$ cat src/verilog/scan_seq_params.svh
// constants for the scan trigger sequencer: offsets, fields, reset values, timebase
// Behaviour
// - channels step in queue order and wrap to entry zero after the last
// - every scan conversion comes from the interval counters, never from software
// - base clock is the on-board timebase or the external clock input
// - five start modes; all but software act on an external trigger
// - trigger is one edge of the trigger input, rising or falling by choice
// - software mode starts at once and takes samples-per-scan times scan-count
// - pre-trigger converts until the trigger and keeps the last 16-bit count of scans
// - trigger mid-scan in pre-trigger finishes that scan and counts it as retained
// - guard set ignores triggers until the pre-trigger scans are converted
// - acquisition never stops inside a scan, so whole scans are stored
// - middle-trigger keeps pre-trigger scans, then takes scan-count scans after
// - guard acts in middle-trigger exactly as in pre-trigger mode
// - scan in progress at a middle trigger is the first post-trigger scan
// - post-trigger waits for the trigger, then takes scan-count scans
// - delay mode counts a 16-bit delay down after the trigger, then acquires
// - delay counter ticks on the base clock or on the sampling clock
// - with re-trigger in post or delay mode, each served trigger yields scan-count scans
// - triggers during a re-trigger burst are ignored until the burst ends
// - bursts repeat in post and delay modes until the programmed trigger count has been served
`ifndef SCAN_SEQ_PARAMS_SVH
`define SCAN_SEQ_PARAMS_SVH
`define CLK_MHZ 8'h7D
`define TB_INT_MHZ 8'h18
`define OFS_CTRL 6'h00
`define OFS_SCAN_INT 6'h04
`define OFS_SAMP_INT 6'h08
`define OFS_SCAN_CNT 6'h0C
`define OFS_SPSC 6'h10
`define OFS_QLEN 6'h14
`define OFS_PRE 6'h18
`define OFS_DELAY 6'h1C
`define OFS_RETRIG 6'h20
`define OFS_STATUS 6'h24
`define OFS_SERVED 6'h28
`define CTRL_START 0
`define CTRL_MODE_LO 1
`define CTRL_MODE_HI 3
`define CTRL_RISE 4
`define CTRL_GUARD 5
`define CTRL_EXT_TB 6
`define CTRL_DLY_SAMP 7
`define CTRL_RETRIG 8
`define CTRL_W 9
`define RST_CTRL 9'h010
`define RST_SCAN_INT 24'h0003C0
`define RST_SAMP_INT 16'h00F0
`define RST_SCAN_CNT 24'h000001
`define RST_SPSC 9'h001
`define RST_QLEN 10'h001
`define RST_PRE 16'h0001
`define RST_DELAY 16'h0000
`define RST_RETRIG 16'h0001
`define SCAN_MIN 24'h000001
`endif

$ cat src/verilog/scan_seq_pkg.sv
// types shared by the scan trigger sequencer and its pacer
package scan_seq_pkg;
  typedef enum logic [2:0] {mode_soft, mode_pre, mode_post, mode_middle, mode_delay} mode_e;
  typedef enum logic [2:0] {idle, pre_run, wait_trig, delaying, acquire} state_e;
  typedef struct packed {
    logic [7:0] tb_acc;
    logic ext_prev;
    logic tb_tick;
    logic sample_tick;
    logic [15:0] free_cnt;
    logic [23:0] scan_cnt;
    logic [15:0] samp_cnt;
    logic [8:0] left;
    logic in_scan;
    logic conv;
    logic scan_begin;
    logic scan_end;
  } pacer_s;
  typedef struct packed {
    state_e state;
    logic [8:0] ctrl;
    logic [23:0] scan_interval;
    logic [15:0] sample_interval;
    logic [23:0] scan_count;
    logic [8:0] spsc;
    logic [9:0] queue_len;
    logic [15:0] pre_count;
    logic [15:0] delay_count;
    logic [15:0] retrig_count;
    logic trig_prev;
    logic [8:0] chan;
    logic [23:0] scans_left;
    logic [15:0] pre_done;
    logic stop_pending;
    logic [15:0] served;
    logic [15:0] dly;
    logic post;
    logic rd_ack;
    logic [31:0] rdata;
  } seq_s;
endpackage

$ cat src/verilog/pacer_if.sv
// link between the sequencer control and its interval pacer
`timescale 1ns/1ps
interface pacer_if;
  logic run;
  logic ext_sel;
  logic ext_clock;
  logic [23:0] scan_interval;
  logic [15:0] sample_interval;
  logic [8:0] samples_per_scan;
  logic tb_tick;
  logic sample_tick;
  logic conv;
  logic scan_begin;
  logic scan_end;
  logic in_scan;
  modport ctrl (output run, ext_sel, ext_clock, scan_interval, sample_interval, samples_per_scan,
    input tb_tick, sample_tick, conv, scan_begin, scan_end, in_scan);
  modport pacer (input run, ext_sel, ext_clock, scan_interval, sample_interval, samples_per_scan,
    output tb_tick, sample_tick, conv, scan_begin, scan_end, in_scan);
endinterface

$ cat src/verilog/scan_trigger_sequencer.sv
// scan trigger sequencer: registers, start modes, trigger handling, channel queue stepping
`timescale 1ns/1ps
`include "scan_seq_params.svh"
module scan_trigger_sequencer
  import scan_seq_pkg::*;
(
  input wire logic clock,
  input wire logic rst_n,
  input wire logic [5:0] address,
  input wire logic read,
  input wire logic write,
  input wire logic [31:0] writedata,
  input wire logic [3:0] byteenable,
  output logic [31:0] readdata,
  output logic waitrequest,
  input wire logic trigger_in,
  input wire logic ext_timebase_in,
  output logic conv_start,
  output logic [8:0] conv_channel,
  output logic scan_first,
  output logic post_trigger,
  output logic busy
);
  localparam seq_s rst_val = '{state: idle, ctrl: `RST_CTRL, scan_interval: `RST_SCAN_INT,
    sample_interval: `RST_SAMP_INT, scan_count: `RST_SCAN_CNT, spsc: `RST_SPSC,
    queue_len: `RST_QLEN, pre_count: `RST_PRE, delay_count: `RST_DELAY,
    retrig_count: `RST_RETRIG, default: '0};

  seq_s st;
  seq_s next_st;
  pacer_if pif ();
  logic trig_edge;
  logic start;
  logic running;
  logic dtick;
  logic guard_ok;
  logic [23:0] sc_load;
  logic [31:0] wword;

  function automatic logic [31:0] be_merge(input logic [31:0] old, input logic [31:0] wd,
    input logic [3:0] be);
    logic [31:0] r;
    r = old;
    for (int i = 0; i < 4; i++)
      if (be[i])
        r[8*i +: 8] = wd[8*i +: 8];
    return r;
  endfunction

  function automatic mode_e mode_of(input logic [8:0] c);
    mode_e m;
    m = mode_soft;
    unique case (c[`CTRL_MODE_HI:`CTRL_MODE_LO])
      3'h1: m = mode_pre;
      3'h2: m = mode_post;
      3'h3: m = mode_middle;
      3'h4: m = mode_delay;
      default: m = mode_soft;
    endcase
    return m;
  endfunction

  function automatic logic [31:0] reg_word(input seq_s s, input logic [5:0] a);
    logic [31:0] w;
    logic [15:0] kept;
    w = '0;
    kept = (s.pre_done > s.pre_count) ? s.pre_count : s.pre_done;
    unique case (a)
      `OFS_CTRL: w = {23'h000000, s.ctrl};
      `OFS_SCAN_INT: w = {8'h00, s.scan_interval};
      `OFS_SAMP_INT: w = {16'h0000, s.sample_interval};
      `OFS_SCAN_CNT: w = {8'h00, s.scan_count};
      `OFS_SPSC: w = {23'h000000, s.spsc};
      `OFS_QLEN: w = {22'h000000, s.queue_len};
      `OFS_PRE: w = {16'h0000, s.pre_count};
      `OFS_DELAY: w = {16'h0000, s.delay_count};
      `OFS_RETRIG: w = {16'h0000, s.retrig_count};
      `OFS_STATUS: w = {kept, 12'h000, s.stop_pending, s.state};
      `OFS_SERVED: w = {16'h0000, s.served};
      default: w = '0;
    endcase
    return w;
  endfunction

  // pacer scan and sample interval counters only count while a mode is actually converting; the free-running sampling clock always counts
  assign running = (st.state == pre_run) || (st.state == acquire);
  assign pif.run = running;
  assign pif.ext_sel = st.ctrl[`CTRL_EXT_TB];
  assign pif.ext_clock = ext_timebase_in;
  assign pif.scan_interval = st.scan_interval;
  assign pif.sample_interval = st.sample_interval;
  assign pif.samples_per_scan = st.spsc;

  scan_pacer pacer_u (
    .clock(clock),
    .rst_n(rst_n),
    .pif(pif)
  );

  assign trig_edge = st.ctrl[`CTRL_RISE] ? (trigger_in & ~st.trig_prev) : (~trigger_in & st.trig_prev);
  assign start = write && (address == `OFS_CTRL) && byteenable[0] && writedata[`CTRL_START] && (st.state == idle);
  assign dtick = st.ctrl[`CTRL_DLY_SAMP] ? pif.sample_tick : pif.tb_tick;
  assign guard_ok = !st.ctrl[`CTRL_GUARD] || (st.pre_done >= st.pre_count);
  // a zero scan count would run for 2^24 scans, so it is taken as one
  assign sc_load = (st.scan_count == 24'h000000) ? `SCAN_MIN : st.scan_count;
  assign wword = be_merge(reg_word(st, address), writedata, byteenable);

  always_comb
  begin
    next_st = st;
    next_st.trig_prev = trigger_in;
    if (write)
    begin
      unique case (address)
        `OFS_CTRL: next_st.ctrl = {wword[`CTRL_W-1:1], 1'b0};
        `OFS_SCAN_INT: next_st.scan_interval = wword[23:0];
        `OFS_SAMP_INT: next_st.sample_interval = wword[15:0];
        `OFS_SCAN_CNT: next_st.scan_count = wword[23:0];
        `OFS_SPSC: next_st.spsc = wword[8:0];
        `OFS_QLEN: next_st.queue_len = wword[9:0];
        `OFS_PRE: next_st.pre_count = wword[15:0];
        `OFS_DELAY: next_st.delay_count = wword[15:0];
        `OFS_RETRIG: next_st.retrig_count = wword[15:0];
        default: next_st.rd_ack = st.rd_ack;
      endcase
    end
    if (read && !st.rd_ack)
    begin
      next_st.rd_ack = 1'b1;
      next_st.rdata = reg_word(st, address);
    end
    else
      next_st.rd_ack = 1'b0;
    if (pif.conv)
    begin
      if ({1'b0, st.chan} + 10'h001 >= st.queue_len)
        next_st.chan = '0;
      else
        next_st.chan = st.chan + 9'h001;
    end
    unique case (st.state)
      idle:
      begin
        if (start)
        begin
          next_st.chan = '0;
          next_st.pre_done = '0;
          next_st.served = '0;
          next_st.stop_pending = 1'b0;
          next_st.post = 1'b0;
          // mode arrives in the same write as start, so decode the new word
          unique case (mode_of(next_st.ctrl))
            mode_pre, mode_middle: next_st.state = pre_run;
            mode_post, mode_delay: next_st.state = wait_trig;
            default:
            begin
              next_st.state = acquire;
              next_st.scans_left = sc_load;
              next_st.post = 1'b1;
            end
          endcase
        end
      end
      pre_run:
      begin
        if (pif.scan_end && st.pre_done != 16'hFFFF)
          next_st.pre_done = st.pre_done + 16'h0001;
        if (st.stop_pending)
        begin
          if (pif.scan_end)
            next_st.state = idle;
        end
        else if (trig_edge && guard_ok)
        begin
          next_st.served = st.served + 16'h0001;
          if (mode_of(st.ctrl) == mode_pre)
          begin
            if (pif.in_scan)
              next_st.stop_pending = 1'b1;
            else
              next_st.state = idle;
          end
          else
          begin
            // scan in flight stays running and becomes the first post scan
            next_st.state = acquire;
            next_st.scans_left = sc_load;
            next_st.post = 1'b1;
          end
        end
      end
      wait_trig:
      begin
        if (trig_edge)
        begin
          next_st.served = st.served + 16'h0001;
          next_st.post = 1'b1;
          if (mode_of(st.ctrl) == mode_delay)
          begin
            next_st.state = delaying;
            next_st.dly = st.delay_count;
          end
          else
          begin
            next_st.state = acquire;
            next_st.scans_left = sc_load;
          end
        end
      end
      delaying:
      begin
        if (st.dly == 16'h0000)
        begin
          next_st.state = acquire;
          next_st.scans_left = sc_load;
        end
        else if (dtick)
          next_st.dly = st.dly - 16'h0001;
      end
      acquire:
      begin
        // triggers are not looked at here, so a burst is never cut short
        if (pif.scan_end)
        begin
          if (st.scans_left == 24'h000001)
          begin
            if (st.ctrl[`CTRL_RETRIG] && (st.served < st.retrig_count) &&
              (mode_of(st.ctrl) == mode_post || mode_of(st.ctrl) == mode_delay))
              next_st.state = wait_trig;
            else
              next_st.state = idle;
          end
          else
            next_st.scans_left = st.scans_left - 24'h000001;
        end
      end
    endcase
  end

  always_ff @(posedge clock)
  begin
    if (!rst_n)
      st <= rst_val;
    else
      st <= next_st;
  end

  assign waitrequest = read && !st.rd_ack;
  assign readdata = st.rdata;
  assign conv_start = pif.conv;
  assign conv_channel = st.chan;
  assign scan_first = pif.scan_begin;
  assign post_trigger = st.post;
  assign busy = (st.state != idle);
endmodule

$ cat src/verilog/scan_pacer.sv
// timebase selection and scan/sample interval counters
`timescale 1ns/1ps
`include "scan_seq_params.svh"
module scan_pacer
  import scan_seq_pkg::*;
(
  input wire logic clock,
  input wire logic rst_n,
  pacer_if.pacer pif
);
  pacer_s ps;
  pacer_s next_ps;
  logic tick;

  always_comb
  begin
    next_ps = ps;
    tick = 1'b0;
    next_ps.conv = 1'b0;
    next_ps.scan_begin = 1'b0;
    next_ps.scan_end = 1'b0;
    next_ps.sample_tick = 1'b0;
    next_ps.ext_prev = pif.ext_clock;
    // fractional accumulator gives the on-board rate from the system clock
    if (!pif.ext_sel)
    begin
      if (ps.tb_acc >= `CLK_MHZ - `TB_INT_MHZ)
      begin
        next_ps.tb_acc = ps.tb_acc + `TB_INT_MHZ - `CLK_MHZ;
        tick = 1'b1;
      end
      else
        next_ps.tb_acc = ps.tb_acc + `TB_INT_MHZ;
    end
    else
      tick = pif.ext_clock & ~ps.ext_prev;
    next_ps.tb_tick = tick;
    // free-running sampling clock for the delay counter; zero means 65536
    if (tick)
    begin
      if (ps.free_cnt == 16'h0000)
      begin
        next_ps.free_cnt = pif.sample_interval - 16'h0001;
        next_ps.sample_tick = 1'b1;
      end
      else
        next_ps.free_cnt = ps.free_cnt - 16'h0001;
    end
    if (!pif.run)
    begin
      next_ps.scan_cnt = '0;
      next_ps.samp_cnt = '0;
      next_ps.left = '0;
      next_ps.in_scan = 1'b0;
    end
    else if (tick)
    begin
      if (ps.scan_cnt == 24'h000000)
      begin
        next_ps.scan_cnt = pif.scan_interval - 24'h000001;
        next_ps.samp_cnt = pif.sample_interval - 16'h0001;
        next_ps.conv = 1'b1;
        next_ps.scan_begin = 1'b1;
        if (pif.samples_per_scan <= 9'h001)
        begin
          next_ps.scan_end = 1'b1;
          next_ps.in_scan = 1'b0;
        end
        else
        begin
          next_ps.left = pif.samples_per_scan - 9'h001;
          next_ps.in_scan = 1'b1;
        end
      end
      else
      begin
        next_ps.scan_cnt = ps.scan_cnt - 24'h000001;
        if (ps.in_scan)
        begin
          if (ps.samp_cnt == 16'h0000)
          begin
            next_ps.conv = 1'b1;
            next_ps.left = ps.left - 9'h001;
            next_ps.samp_cnt = pif.sample_interval - 16'h0001;
            if (ps.left == 9'h001)
            begin
              next_ps.scan_end = 1'b1;
              next_ps.in_scan = 1'b0;
            end
          end
          else
            next_ps.samp_cnt = ps.samp_cnt - 16'h0001;
        end
      end
    end
  end

  always_ff @(posedge clock)
  begin
    if (!rst_n)
      ps <= '0;
    else
      ps <= next_ps;
  end

  assign pif.tb_tick = ps.tb_tick;
  assign pif.sample_tick = ps.sample_tick;
  // gated by run: a scan launched in the cycle the run stops must not leak out
  assign pif.conv = ps.conv & pif.run;
  assign pif.scan_begin = ps.scan_begin & pif.run;
  assign pif.scan_end = ps.scan_end & pif.run;
  assign pif.in_scan = ps.in_scan;
endmodule

$ cat config.mk
export PLATFORM = sky130hd
export DESIGN_NAME = scan_trigger_sequencer
export DESIGN_NICKNAME = d
export VERILOG_FILES = /design/src/verilog/scan_seq_pkg.sv /design/src/verilog/pacer_if.sv /design/src/verilog/scan_trigger_sequencer.sv /design/src/verilog/scan_pacer.sv
export VERILOG_INCLUDE_DIRS = /design/src /design/src/verilog
export SDC_FILE = /design/constraint.sdc
export NUM_CORES = 1
export LEC_CHECK = 0
export ABC_CLOCK_PERIOD_IN_PS = 6400
export BUFFER_PORTS_ARGS = -buffer_cell sky130_fd_sc_hd__buf_2
export CELL_PAD_IN_SITES_DETAIL_PLACEMENT = 0
export CELL_PAD_IN_SITES_GLOBAL_PLACEMENT = 1
export CORE_MARGIN = 2
export CORE_UTILIZATION = 48
export CTS_BUF_LIST = sky130_fd_sc_hd__clkbuf_8
export CTS_CLUSTER_DIAMETER = 50
export DETAILED_ROUTE_END_ITERATION = 10
export PLACE_DENSITY_LB_ADDON = 0.1
export SLEW_MARGIN = 20
export SYNTH_ARGS = -nofsm -noshare
export SYNTH_HDL_FRONTEND = slang
export SYNTH_SLANG_ARGS = --single-unit
$ cat constraint.sdc
create_clock -name clock -period 6.4 [get_ports clock]
set_input_delay 0 -clock clock [delete_from_list [all_inputs] [get_ports clock]]
set_output_delay 0 -clock clock [all_outputs]
set_load 0.01 [all_outputs]
==> impl_results.md <==
* Status: complete, no violations
* Clock Sinks at 339
* Final min period at 3810 ps
* Crit path kind: flop to flop
* Peak supply drop at 0.231 mV
* Die height at 206 um
* Fillcell total at 3959
* Min Hold Slack at 55.7 ps
* Share of layout cells above drive strength 1 at 9.80%
* Syn_area_per_cell at 7.55 um2
* P&R area growth vs syn at 10.7%
* Pin count of the biggest net entering global routing at 155
* Min setup slack post-route at 2590 ps
* Design area at 21700 um2
* Fin Setup TNS at 0 ps
* H-Tree Depth at 3
* FMAX at 263 MHz
* Netlist cell types at 91
* # DRC at 0
* GRT Overall Usage at 31.1%
* Post-route ant nets at 0
* Cts repair resizes at 0
* Slew HR at 19.5%
* Post-DP HPWL at 47000 um
* Final core area utilization at 53.6%
* Vias in the first global route at 17900
* Num ports at 94
* Critical path's slowest cell: o211ai_2
* Die W at 206 um
* Max-slew violation count at 0
* First-pass GRT wire length at 102000 um
* Gate Count Post-Synth at 2597
* GRT overflow at 0
* TritonCTS clock tree: done
* Post-synth EDFFs at 0
* Wire per inst at 20.9 um
* Worst r2r src: st[162]
* Flops & latches, synth at 339
* Ys async rst share at 0%
* Sequential fraction of the synthesis area at 34.6%
* Vias per inst at 6.11
* Root Driver: clkbuf_8
* Cell mode on critical path: a21o_1
* I/O Buffers at 84
* Die area at 42500 um2
* Core footprint at 40600 um2
* Hold crit path type: input pin to flop
* Min-delay src: byteenable[1]
* Placed cell area at 20000 um2
* Placer Congestion at 0.989
* FF-to-FF End: st[98]
* Total power at 7.18 mW
* Number of cell rows at 74
* Final critical-path share of the clock period at 59.5%
* Ant diodes at 0
* Final setup vio count at 0
* Post-Syn Area at 19600 um2
* Placed insts at 3032
* Count leader, synth: nand2_1
* RSZ-0062 raised after global routing: false
* Register clock-pin slew on the reported worst setup and hold paths at 60 ps
* Top-area cell type share of the netlist area at 34.6%
* Main synth FF type: dfxtp_1
* Initial antenna violation count at 2
* Max Root-Sink Buffers at 3
* Leak at 8.07 nW
* Area contributors post-synth: dfxtp_1 (35%), nand2_1 (7.3%), a21oi_1 (6.2%), nor2_1 (5.3%), ha_1 (3.9%)
* Worst reg-to-reg setup slack at 2590 ps
* Hold depth at 5
* Fin cells at 3185
* Initial Util at 48.4%
* Slowest Stage Delay on Critical Path at 740 ps
* Synth top cells by count: nand2_1 (383), dfxtp_1 (339), nor2_1 (277)
* Arrival @ worst endpoint at 4350 ps
* DR iter-0 viols at 1884
* R2R cell count at 9
* Worst path cell trace: inv_1, ha_1, a21o_1, a21o_1, a221oi_1, o2111ai_1, o211ai_2, nor2_2, a31o_2
* Hold EP: st[193]
* Clk Latency, worst-skew pair at 650 ps
* Fin nets at 2713
* Max capacitance violation total at 0
* Syn Nets at 2706
* Yosys warning total at 0
* First-pass DRT Iterations at 7
* Critical path endpoint category: flop
* Pwr Density at 330 nW/um2
* Routed WL at 66500 um
* Final hold viol count at 0
* Vias post-DR at 19500
* Total CTS buffers at 66
* Post-Place Worst Slack at 2450 ps
* Setup bufs post-CTS at 0
* Startpoint types: flop
* Measured slew at the worst slew-check pin at 1200 ps
* CP Data Required Time at 6940 ps
* Post-synth top area cell: dfxtp_1
* Clock Skew at 27.4 ps
* Crit Path Max Fanout at 15
layout by cell type (no fill, tap or decap), types with 21 or more instances in the layout:
cell type,synthesis,routed
inv_1,96,109
nor4_1,40,40
buf_4,41,22
nand4_1,33,33
a221oi_1,24,24
a21oi_1,242,242
o22ai_1,23,22
and3_1,35,35
nor3_1,74,73
nand3_1,41,41
o21a_1,24,24
a211oi_1,39,39
a22oi_1,67,67
ha_1,61,61
nor2_1,277,275
dfxtp_1,339,339
xor2_1,42,42
clkbuf_8,0,89
dlygate4sd3_1,0,35
o21ai_0,144,144
mux2i_1,21,21
a21o_1,27,27
nand2_1,383,382
and2_1,35,35
buf_2,11,84
xnor2_1,40,40
metal layers:
layer	wire length, um	track usage, %	vias up	share of wire (%)
met5	12	0	-	0.018
met4	2330	11.8	2	3.5
met3	4370	4.68	134	6.6
met2	29800	49.5	654	45
met1	30000	42.4	9331	45
li1	-	-	9334	-
layout make-up:
cell class	count	area, um2	share of cell area [%]
Sequential cell	339	6790	31.2
Tap cell	532	666	3.06
Clock inverter	28	156	0.720
Multi-Input combinational cell	1958	11600	53.2
Clock buffer	89	1220	5.64
Timing Repair Buffer	143	963	4.43
Inverter	96	365	1.68
worst max path at each step:
stage / end / slack (ps) / from / depth (start not counted)
after floorplan: pacer_u.ps[39] / 3030 / pacer_u.ps[34] / 14
after detailed placement: st[92] / 2450 / st[34] / 9
after global placement: st[98] / 2550 / st[34] / 9
after CTS: st[97] / 2440 / st[34] / 9
after global routing: st[105] / 2470 / st[162] / 9
final: st[98] / 2590 / st[162] / 9
worst max-delay path, delay by kind of cell, from the launching register on:
family,cells,cell delay (ps)
buf+inv,1,90
fa+ha+maj,1,300
simple gates,1,350
compound gates,6,2420
flops,1,530
logic make-up after synthesis:
kind of cell / synth area share, %
AOI/OAI and AO/OA: 25.1
DFF: 34.6
and+or+nand+nor: 24.2
muxes: 1.76
buffers and inverters: 6.71
adders and majority gates: 3.89
xor gates and xnor gates: 3.66
power by group:
part / internal (mW) / total [mW] / switching, mW / leakage [nW]
registers: 2.23 / 2.37 / 0.143 / 2.74
logic: 0.837 / 2.53 / 1.69 / 4.56
clock network: 1.28 / 2.28 / 0.996 / 0.772
timing repair:
item / CTS / global route
hold endpoints to repair: 80 / 2
hold buffers: 34 / 1
endpoints found under the setup margin: 0 / 0
state kept, by name, summed over array words and instances, names as in the netlist:
signal / flops
pif.ext_sel: 1
pif.sample_interval: 16
post_trigger: 1
pacer_u.ps: 77
st: 167
readdata: 32
pacer_u.pif.sample_tick: 1
pacer_u.pif.in_scan: 1
conv_channel: 9
pacer_u.pif.tb_tick: 1
pif.samples_per_scan: 9
pif.scan_interval: 24
(Power assumes the default switching activity.)
